[config.mk]
export PLATFORM = sky130hd
export DESIGN_NAME = slar_shift_unit
export DESIGN_NICKNAME = d
export VERILOG_FILES = /design/src/verilog/slar_pkg.sv /design/src/verilog/slar_barrel.sv /design/src/verilog/slar_shift_unit.sv
export SDC_FILE = /design/constraint.sdc
export NUM_CORES = 1
export LEC_CHECK = 0
export BUFFER_PORTS_ARGS = -buffer_cell sky130_fd_sc_hd__clkbuf_2
export CAP_MARGIN = 40
export CORE_ASPECT_RATIO = 1.5
export CORE_UTILIZATION = 55
export DETAILED_ROUTE_END_ITERATION = 10
export PLACE_DENSITY = 0.83
export SLEW_MARGIN = 0
export SYNTH_ARGS = -nofsm -noshare
export SYNTH_HDL_FRONTEND = slang
export SYNTH_SLANG_ARGS = --single-unit
[constraint.sdc]
create_clock -name clk_i -period 1.5 [get_ports clk_i]
set_clock_uncertainty 0.1 [all_clocks]
set_input_delay 0.45 -clock clk_i [delete_from_list [all_inputs] [get_ports clk_i]]
set_output_delay 0.45 -clock clk_i [all_outputs]
set_load 0.05 [all_outputs]
[src/verilog/slar_pkg.sv]
// shared constants for the shift-left / arithmetic-right datapath
`default_nettype none

package slar_pkg;

  // ----------------------------------------------------------------
  // data and field widths
  // ----------------------------------------------------------------
  localparam int unsigned DATA_W  = 32;
  localparam int unsigned SHAMT_W = 5;
  localparam int unsigned REG_W   = 5;
  localparam int unsigned OPX_W   = 6;
  localparam int unsigned OP_W    = 6;

  // ----------------------------------------------------------------
  // register-format instruction field positions
  // ----------------------------------------------------------------
  localparam int unsigned SRC_A_MSB = 31;
  localparam int unsigned SRC_A_LSB = 27;
  localparam int unsigned SRC_B_MSB = 26;
  localparam int unsigned SRC_B_LSB = 22;
  localparam int unsigned DEST_MSB  = 21;
  localparam int unsigned DEST_LSB  = 17;
  localparam int unsigned OPX_MSB   = 16;
  localparam int unsigned OPX_LSB   = 11;
  localparam int unsigned IMM_MSB   = 10;
  localparam int unsigned IMM_LSB   = 6;
  localparam int unsigned OP_MSB    = 5;
  localparam int unsigned OP_LSB    = 0;

  // ----------------------------------------------------------------
  // opcode encodings
  // ----------------------------------------------------------------
  localparam logic [OP_W-1:0]  OP_RTYPE  = 6'h3A;
  localparam logic [OPX_W-1:0] OPX_SLLI  = 6'h12;
  localparam logic [OPX_W-1:0] OPX_SRA   = 6'h3B;
  localparam logic [OPX_W-1:0] OPX_SRAI  = 6'h3A;

  // ----------------------------------------------------------------
  // reset values of the result stage
  // ----------------------------------------------------------------
  localparam logic [DATA_W-1:0] RESULT_RST = 32'h0000_0000;
  localparam logic [REG_W-1:0]  DEST_RST   = 5'h00;

endpackage

`default_nettype wire

[src/verilog/slar_barrel.sv]
// logarithmic barrel shifter: left logical or right arithmetic
`default_nettype none

module slar_barrel
  import slar_pkg::*;
(
  input  wire logic [DATA_W-1:0]  data_i,
  input  wire logic [SHAMT_W-1:0] amount_i,
  input  wire logic               left_i,
  output logic      [DATA_W-1:0]  result_o
);

  // ----------------------------------------------------------------
  // bit reversal lets one right shifter serve both directions
  // ----------------------------------------------------------------
  logic [DATA_W-1:0] rev_in;
  logic [DATA_W-1:0] rev_out;
  logic [DATA_W-1:0] stage [SHAMT_W+1];
  logic              fill;

  // left shifts always fill with zero, right shifts with the sign
  assign fill = left_i ? 1'b0 : data_i[DATA_W-1];

  for (genvar i = 0; i < DATA_W; i++) begin : g_rev
    assign rev_in[i]  = data_i[DATA_W-1-i];
    assign rev_out[i] = stage[SHAMT_W][DATA_W-1-i];
  end

  assign stage[0] = left_i ? rev_in : data_i;

  // one stage per amount bit, shifting by 1, 2, 4, 8, 16
  for (genvar s = 0; s < SHAMT_W; s++) begin : g_stage
    localparam int unsigned STEP = 1 << s;
    assign stage[s+1] = amount_i[s] ?
                        {{STEP{fill}}, stage[s][DATA_W-1:STEP]} : stage[s];
  end

  assign result_o = left_i ? rev_out : stage[SHAMT_W];

endmodule

`default_nettype wire

[src/verilog/slar_shift_unit.sv]
// shift execution stage: decode, shift and registered write-back
`default_nettype none

// Function
// - immediate left shift fills zeroes
// - register right shift replicates sign bit
// - only low five amount bits used
// - immediate right shift copies sign bit
// - immediate amount is unsigned five bits
// - result written to destination index
// - opcode 0x3a with extended opcode selects
module slar_shift_unit
  import slar_pkg::*;
(
  input  wire logic              clk_i,
  input  wire logic              reset_i,
  input  wire logic              valid_i,
  input  wire logic [DATA_W-1:0] instr_i,
  input  wire logic [DATA_W-1:0] first_source_reg_i,
  input  wire logic [DATA_W-1:0] second_source_reg_i,
  output logic                   wr_en_o,
  output logic      [REG_W-1:0]  dest_reg_o,
  output logic      [DATA_W-1:0] result_o
);

  // ----------------------------------------------------------------
  // field extraction
  // ----------------------------------------------------------------
  logic [OP_W-1:0]    op_field;
  logic [OPX_W-1:0]   opx_field;
  logic [REG_W-1:0]   dest_field;
  logic [SHAMT_W-1:0] imm_shift_amount;

  // fixed layout; words of other formats are dropped by the opcode check in decode
  assign op_field         = instr_i[OP_MSB:OP_LSB];
  assign opx_field        = instr_i[OPX_MSB:OPX_LSB];
  assign dest_field       = instr_i[DEST_MSB:DEST_LSB];
  assign imm_shift_amount = instr_i[IMM_MSB:IMM_LSB];

  // ----------------------------------------------------------------
  // operation decode
  // ----------------------------------------------------------------
  typedef enum logic [1:0] {
    SLAR_OP_NONE,
    SLAR_OP_SLLI,
    SLAR_OP_SRA,
    SLAR_OP_SRAI
  } slar_op_e;

  slar_op_e           op_sel;
  logic               nxt_wr_en;
  logic [SHAMT_W-1:0] amount;
  logic               shift_left;
  logic [DATA_W-1:0]  shifted;

  // other extended opcodes belong to other units: no write, no trap
  always_comb begin
    op_sel = SLAR_OP_NONE;
    if (valid_i && op_field == OP_RTYPE) begin
      if (opx_field == OPX_SLLI) begin
        op_sel = SLAR_OP_SLLI;
      end else if (opx_field == OPX_SRA) begin
        op_sel = SLAR_OP_SRA;
      end else if (opx_field == OPX_SRAI) begin
        op_sel = SLAR_OP_SRAI;
      end
    end
  end

  // amount source and direction for the shared shifter
  always_comb begin
    amount     = imm_shift_amount;
    shift_left = 1'b0;
    nxt_wr_en  = 1'b1;
    case (op_sel)
      SLAR_OP_SLLI: begin
        shift_left = 1'b1;
      end
      SLAR_OP_SRA: begin
        amount = second_source_reg_i[SHAMT_W-1:0];
      end
      SLAR_OP_SRAI: begin
        amount = imm_shift_amount;
      end
      default: begin
        nxt_wr_en = 1'b0;
      end
    endcase
  end

  // ----------------------------------------------------------------
  // shared shifter; one instance keeps area down versus three
  // ----------------------------------------------------------------
  slar_barrel u_barrel (
    .data_i   (first_source_reg_i),
    .amount_i (amount),
    .left_i   (shift_left),
    .result_o (shifted)
  );

  // ----------------------------------------------------------------
  // write-back stage
  // ----------------------------------------------------------------
  logic              wr_en_ff;
  logic [REG_W-1:0]  dest_ff;
  logic [DATA_W-1:0] result_ff;

  // write strobe: one cycle per accepted shift
  always_ff @(posedge clk_i or posedge reset_i) begin
    if (reset_i) begin
      wr_en_ff <= 1'b0;
    end else begin
      wr_en_ff <= nxt_wr_en;
    end
  end

  // result and index only move on a decoded shift, saving toggles
  always_ff @(posedge clk_i or posedge reset_i) begin
    if (reset_i) begin
      dest_ff   <= DEST_RST;
      result_ff <= RESULT_RST;
    end else if (nxt_wr_en) begin
      dest_ff   <= dest_field;
      result_ff <= shifted;
    end
  end

  assign wr_en_o    = wr_en_ff;
  assign dest_reg_o = dest_ff;
  assign result_o   = result_ff;

  // ----------------------------------------------------------------
  // checks
  // ----------------------------------------------------------------
  logic is_slli;
  logic is_sra;
  logic is_srai;

  assign is_slli = valid_i && op_field == OP_RTYPE && opx_field == OPX_SLLI;
  assign is_sra  = valid_i && op_field == OP_RTYPE && opx_field == OPX_SRA;
  assign is_srai = valid_i && op_field == OP_RTYPE && opx_field == OPX_SRAI;

  // left shift value
  property p_slli_value;
    @(posedge clk_i) disable iff (reset_i)
    is_slli |=> result_o == ($past(first_source_reg_i) << $past(imm_shift_amount));
  endproperty
  a_slli_value: assert property (p_slli_value)
    else $error("immediate left shift result wrong");

  // vacated low bits are zero
  property p_slli_zero_fill;
    @(posedge clk_i) disable iff (reset_i)
    is_slli && imm_shift_amount != 5'h00 |=>
      ((result_o << (6'h20 - {1'b0, $past(imm_shift_amount)})) == 32'h0000_0000);
  endproperty
  a_slli_zero_fill: assert property (p_slli_zero_fill)
    else $error("left shift did not fill low bits with zero");

  // register arithmetic right shift value
  property p_sra_value;
    @(posedge clk_i) disable iff (reset_i)
    is_sra |=> result_o == DATA_W'($signed($past(first_source_reg_i))
                                   >>> $past(second_source_reg_i[SHAMT_W-1:0]));
  endproperty
  a_sra_value: assert property (p_sra_value)
    else $error("register arithmetic right shift result wrong");

  // upper amount bits ignored: zero low bits pass the operand through
  property p_sra_upper_ignored;
    @(posedge clk_i) disable iff (reset_i)
    is_sra && second_source_reg_i[SHAMT_W-1:0] == 5'h00 |=>
      result_o == $past(first_source_reg_i);
  endproperty
  a_sra_upper_ignored: assert property (p_sra_upper_ignored)
    else $error("upper bits of shift amount affected result");

  // immediate arithmetic right shift value
  property p_srai_value;
    @(posedge clk_i) disable iff (reset_i)
    is_srai |=> result_o == DATA_W'($signed($past(first_source_reg_i))
                                    >>> $past(imm_shift_amount));
  endproperty
  a_srai_value: assert property (p_srai_value)
    else $error("immediate arithmetic right shift result wrong");

  // amount with top bit set is large, never negative
  property p_imm_unsigned;
    @(posedge clk_i) disable iff (reset_i)
    is_srai && imm_shift_amount[SHAMT_W-1] |=>
      result_o[DATA_W-1:DATA_W-17] == {17{$past(first_source_reg_i[DATA_W-1])}};
  endproperty
  a_imm_unsigned: assert property (p_imm_unsigned)
    else $error("immediate amount treated as signed");

  // write strobe and destination index follow the instruction
  property p_writeback;
    @(posedge clk_i) disable iff (reset_i)
    (is_slli || is_sra || is_srai) |=>
      wr_en_o && dest_reg_o == $past(instr_i[DEST_MSB:DEST_LSB]);
  endproperty
  a_writeback: assert property (p_writeback)
    else $error("shift result not written to destination");

  // anything outside the three encodings never writes
  property p_decode_only;
    @(posedge clk_i) disable iff (reset_i)
    !(is_slli || is_sra || is_srai) |=> !wr_en_o;
  endproperty
  a_decode_only: assert property (p_decode_only)
    else $error("write strobe without a decoded shift");

  // source B field plays no part in the immediate arithmetic right shift
  property p_layout_imm;
    @(posedge clk_i) disable iff (reset_i)
    is_srai ##1 is_srai && $stable(first_source_reg_i) && $stable(imm_shift_amount)
      |=> $stable(result_o);
  endproperty
  a_layout_imm: assert property (p_layout_imm)
    else $error("immediate shift depends on unrelated fields");

endmodule

`default_nettype wire
==> flow_summary.ini, run 1 <==
[place]
post-dp-hpwl_mm = 19.5
gp_congestion = 1.24
post_dp_cell_area_um2 = 7350
portBuffers = 99

[clock_network]
cts.sinks = 38
htreeDepth = 2
cts_root_buffer = clkbuf_16
cts_buffer_depth = 2
cts_buffers = 5

[global_route]
grt_overflow = 404
grt_pass1_vias = 10612
grt_use_total_pct = 88.5
grt_max_degree = 39
grt_pass1_wl_mm = 65.8

[yosys]
ys.flop_type = dfrtp_1
synthAdderAreaFrac_pct = 0
synth-seq-area-share_pct = 18.6
synth_top_family_by_area = compound AO/OA/AOI/OAI gates
yosys.area_share.simple_pct = 25.2
syn_inst = 699
syn_nets = 798
synth_warnings = 0
synth_seq_cells = 38
netlist-cell-type-count = 80
synth-async-reset-ratio_pct = 100
synth_compound_area_share_pct = 38.1
synthXorXnorAreaFrac_pct = 0
synth_area_per_cell_um2 = 7.33
synth_mux_area_share_pct = 11.0
netlist_area_um2 = 5130
synth_edf_count = 0

[die]
rows = 42
die_height_um = 120
die-width_um = 80.8
ioPinCount = 137
start_util_pct = 57.4

[status]
lastStage = 5_1_grt
tool.error = [ERROR GRT-0116] Global routing finished with congestion. Check the congestion regions in the DRC Viewer.
status = aborted with a tool error
kinds of logic after synthesis:
logic type / after synthesis
buf+inv: 78
simple gates: 257
mux: 49
flops: 38
compound gates: 277
Yosys cell counts (12+ instances only):
| cell | number | area, µm² |
|---|---|---|
| o22ai_1 | 13 | 81.3 |
| a31oi_1 | 12 | 75.1 |
| mux2_2 | 14 | 158 |
| o21ai_0 | 42 | 210 |
| nand3_1 | 51 | 255 |
| dfrtp_1 | 38 | 951 |
| nand2_1 | 81 | 304 |
| o211ai_1 | 33 | 248 |
| nand4_1 | 16 | 100 |
| o31ai_1 | 12 | 90.1 |
| clkbuf_1 | 29 | 109 |
| nor2_1 | 48 | 180 |
| o21ai_1 | 12 | 60.1 |
| buf_2 | 21 | 105 |
| a21oi_1 | 47 | 235 |
| nor3_1 | 27 | 135 |
| mux2i_1 | 30 | 300 |
| inv_1 | 13 | 48.8 |
per-layer routing:
metal	GRT usage, %	GRT overflow
met1	82.4	6
met5	21.8	0
met4	99.0	130
met3	69.0	5
met2	110	263
metrics by stage:
stage	TNS [ns]	std cells	util (%)	worst slack, ns
after floorplan	-45.59	699	-	-1.55
after global placement	-61.55	1071	82.3	-1.99
after detailed placement	-65.10	1071	82.3	-2.06
after CTS	-50.78	1105	93.3	-1.68
repair_timing:
item,4_1_cts
endpoints found under the hold margin,0
gates cloned,2
resized for setup,136
setup buffers,26
setup endpoints to repair,40
hold buffers,0
pin swaps,70
==> inputs of run 2 (changes only) <==
--- a/config.mk
+++ b/config.mk
@@ -7,10 +7,9 @@
 export LEC_CHECK = 0
 export BUFFER_PORTS_ARGS = -buffer_cell sky130_fd_sc_hd__clkbuf_2
 export CAP_MARGIN = 40
-export CORE_ASPECT_RATIO = 1.5
-export CORE_UTILIZATION = 55
+export CORE_UTILIZATION = 40
 export DETAILED_ROUTE_END_ITERATION = 10
-export PLACE_DENSITY = 0.83
+export PLACE_DENSITY_LB_ADDON = 0.15
 export SLEW_MARGIN = 0
 export SYNTH_ARGS = -nofsm -noshare
 export SYNTH_HDL_FRONTEND = slang
==> run 2 against run 1 <==
  * Synthesized cell count unchanged
  * The flow now finishes, with violations (negative setup slack)
  * Area after synthesis did not move
==> flow_summary.ini, run 2 <==
[status]
status = finished, violations left
violations = negative setup slack

[die]
die_height_um = 115
core_um2 = 12300
ioPinCount = 137
die-width_um = 115
rows = 40
start_util_pct = 41.8
die_area_um2 = 13300

[clock_network]
cts_buffer_depth = 2
cts.sinks = 38
cts_tree = yes
clk_pin_slew_ns = 0.06
cts_root_buffer = clkbuf_16
htreeDepth = 2
cts_buffers = 5
clkLatencyLatePin_ns = 0.29
cts_hold_buf = 0

[worst_setup_path]
crit_arrival_ns = 3.62
r2r_cells = 4
worstSetupStartpointType = input port
cp-end-kind = flop
crit_type = in2reg
worstPathRequired_ns = 1.62
worstPathMaxFanout = 7

[place]
gp_congestion = 1.03
preCtsSetupSlack_ns = -2.08
post_dp_cell_area_um2 = 7670
post-dp-hpwl_mm = 20.6
portBuffers = 99
dp_cells = 1153

[yosys]
synth_commonest_cells = nand2_1 (81), nand3_1 (51), nor2_1 (48), a21oi_1 (47), o21ai_0 (42)
netlist-cell-type-count = 80
synth-async-reset-ratio_pct = 100
ys_top_cells_by_area = dfrtp_1 (19%), nand2_1 (5.9%), mux2i_1 (5.9%), nand3_1 (5.0%), o211ai_1 (4.8%)
syn_inst = 699
syn_nets = 798
synth_warnings = 0
synth_seq_cells = 38
synth_most_common_cell = nand2_1
synth_area_per_cell_um2 = 7.33
netlist_area_um2 = 5130
ys.flop_type = dfrtp_1
synth_top_cell_by_area = dfrtp_1
synth_top_area_share_pct = 18.6
synth-seq-area-share_pct = 18.6
synth_edf_count = 0

[flow_run]
cap_violations = 0

[finish]
layout_commonest_cell = buf_4
nets = 1173
nFillCells = 653
fin_area_um2 = 10200
final_layout_size_suffix_gt1_share_pct = 62.0
multi_input_area_um2 = 5250
fin_cells = 1244
layout_common_cells = buf_4 (260), clkbuf_2 (79), nand2_1 (67)
largest_reg_flops = 32
area.sequential_um2 = 951
syn2layout_area_growth_pct = 99.9

[detailed_routing]
drc = 0
ant_nets = 0
dr.pass1.iters = 9
drt_iter0_drc = 1814
vias_per_cell = 7.10
wire_per_inst_um = 27.6
wirelength_mm = 34.4
route.vias.total = 8832

[sta]
setup_violations = 40
finalSetupTns_ns = -60.29
rsz0062_at_grt = yes
hold_viol_final = 0
min_period_ns = 3.50
slew_headroom_pct = 61.6
fin_crit_sh_pct = 233
worst_slew_pin_slew_ns = 0.575
slew_violations = 0
setup_slack_ns = -2.00
hold_slack_ns = 0.0865
fmax_mhz = 286

[power_and_ir_drop]
clkPwrFrac_pct = 23.0
power.share.switching_pct = 40.4
internal_power_uw = 2860
cellPowerDensity_nw_per_um2 = 468
ir_drop_mv = 0.634
pwr-share-seq_pct = 21.8
pwr-share-comb_pct = 55.2
p_leak_uw = 0.00452
p_switching_uw = 1940

[global_route]
grt_overflow = 0
grt_use_total_pct = 44.4
grt_max_degree = 39
antenna_found_initial = 1
grt_pass1_wl_mm = 44.6
grt_pass1_vias = 7885

[hold_path]
hp-class = in2async
## run 2: cell counts after synthesis
Identical to the previous run, type by type.
## run 2: path summary, 6_finish.rpt
path	startpoint	end	slack [ns]
max	instr_i[13]	result_o[30]$_DFFE_PP0P_	-2.00
min	reset_i	result_o[15]$_DFFE_PP0P_	0.09
max reg2reg	result_o[26]$_DFFE_PP0P_	result_o[26]$_DFFE_PP0P_	0.24
min reg2reg	dest_reg_o[0]$_DFFE_PP0P_	dest_reg_o[0]$_DFFE_PP0P_	0.36
max in group asynchronous	reset_i	result_o[25]$_DFFE_PP0P_	1.00
min in group clk_i	instr_i[20]	dest_reg_o[3]$_DFFE_PP0P_	0.26
## run 2: layout make-up
cell class                 instances  share of cell area, %
tap                              168                   2.05
multi-input combinational        583                   51.3
sequential                        38                   9.28
clock buffer                       6                   1.36
inverter                          13                  0.525
antenna                            1                 0.0244
clock inverter                     2                  0.122
timing repair buffer             433                   35.4
## run 2: stage by stage
| stage | total power (µW) | utilization (%) |
|---|---|---|
| final | 4800 | 83.6 |
| after global placement | 2810 | 62.5 |
| after detailed placement | 2830 | 62.5 |
| after floorplan | 1950 | - |
| after CTS | 4290 | 75.7 |
| after global routing | 4900 | 83.6 |
## run 2: layer usage
layer	GRT usage (%)	vias up	wire length (µm)
li1	-	3520	-
met3	13.2	322	5470
met5	0	-	25
met1	56.0	4065	11800
met4	22.0	2	2770
met2	69.0	923	14300
## run 2: cell families (layout without fill, tap and decap cells)
logic type / after synthesis / after routing / synth area share, %
compound gates: 277 / 277 / 38.2
buf+inv: 78 / 454 / 7.18
flops: 38 / 38 / 18.6
mux: 49 / 49 / 11.0
other cells: 0 / 1 / 0
simple gates: 257 / 257 / 25.2
## run 2: power groups by stage
stage / clock [µW] / sequential, µW / combinational, µW
2_1_floorplan: 0 / 1110 / 841
3_3_place_gp: 0 / 1060 / 1750
3_5_place_dp: 0 / 1060 / 1770
4_1_cts: 1110 / 1040 / 2140
5_1_grt: 1150 / 1050 / 2710
6_report: 1100 / 1050 / 2650
## run 2: timing repair
action	in CTS	in global routing
buffers inserted	48	34
endpoints found under the setup margin	38	50
pin swaps	67	108
resized for setup	207	157
cloned	7	1
## run 2: critical path: stages
cell and delay (ns):
buf_6 0.09, nand4b_1 0.32, buf_4 0.25, or4_4 0.52
buf_12 0.20, nand2_2 0.11, buf_4 0.17, o2111a_1 0.44
a31oi_4 0.09, a31oi_2 0.31, o22ai_2 0.15, buf_4 0.15
a211oi_2 0.20, o22a_1 0.15
Power figures use the tool's default switching activity.
==> inputs of run 3 (changes only) <==
--- a/config.mk
+++ b/config.mk
@@ -7,7 +7,7 @@
 export LEC_CHECK = 0
 export BUFFER_PORTS_ARGS = -buffer_cell sky130_fd_sc_hd__clkbuf_2
 export CAP_MARGIN = 40
-export CORE_UTILIZATION = 40
+export CORE_UTILIZATION = 50
 export DETAILED_ROUTE_END_ITERATION = 10
 export PLACE_DENSITY_LB_ADDON = 0.15
 export SLEW_MARGIN = 0
==> run 3 against run 2 <==
  * The flow now stops in 5_1_grt
  * Synthesized cell count unchanged
  * Area after synthesis unchanged
==> flow_summary.ini, run 3 <==
[status]
status = aborted with a tool error
lastStage = 5_1_grt
tool.error = [ERROR DPL-0038] Utilization greater than 100%, impossible to legalize

[clock_network]
cts.sinks = 38
htreeDepth = 2
cts_hold_buf = 0
cts_root_buffer = clkbuf_8
cts_buffer_depth = 2
cts_buffers = 5

[yosys]
synth_area_per_cell_um2 = 7.33
synth-seq-area-share_pct = 18.6
synth_top_cell_by_area = dfrtp_1
synth_warnings = 0
synth_top_area_share_pct = 18.6
ys_top_cells_by_area = dfrtp_1 (19%), nand2_1 (5.9%), mux2i_1 (5.9%), nand3_1 (5.0%), o211ai_1 (4.8%)
netlist_area_um2 = 5130
synth_most_common_cell = nand2_1
synth_commonest_cells = nand2_1 (81), nand3_1 (51), nor2_1 (48), a21oi_1 (47), o21ai_0 (42)
ys.flop_type = dfrtp_1
synth_seq_cells = 38
synth-async-reset-ratio_pct = 100
netlist-cell-type-count = 80
syn_nets = 798
synth_edf_count = 0
syn_inst = 699

[die]
rows = 36
ioPinCount = 137
die_height_um = 103
die-width_um = 103
start_util_pct = 52.0

[place]
portBuffers = 99
dp_cells = 1115
gp_congestion = 1.12
post-dp-hpwl_mm = 19.6

[sta]
crit_endpoint = result_o[15]$_DFFE_PP0P_/D
worstEpCategory = register input

[global_route]
grt_max_degree = 39
-- run 3: metrics by stage --
step / worst slack, ns / instance area [µm²]
2_1_floorplan: -1.55 / 5310
3_3_place_gp: -2.01 / 7580
3_5_place_dp: -2.13 / 7580
4_1_cts: -1.72 / 8640
-- run 3: kinds of logic after synthesis --
| logic type | Yosys count | synth area share (%) |
|---|---|---|
| AOI/OAI and AO/OA | 277 | 38.2 |
| DFF | 38 | 18.6 |
| and+or+nand+nor | 257 | 25.2 |
| muxes | 49 | 11.0 |
| buffers and inverters | 78 | 7.18 |
-- run 3: timing repair --
| item | CTS |
|---|---|
| setup endpoints to repair | 43 |
| cloned | 5 |
| pin swaps | 38 |
| gates resized for setup | 113 |
| endpoints found under the hold margin | 0 |
| buffers inserted | 36 |
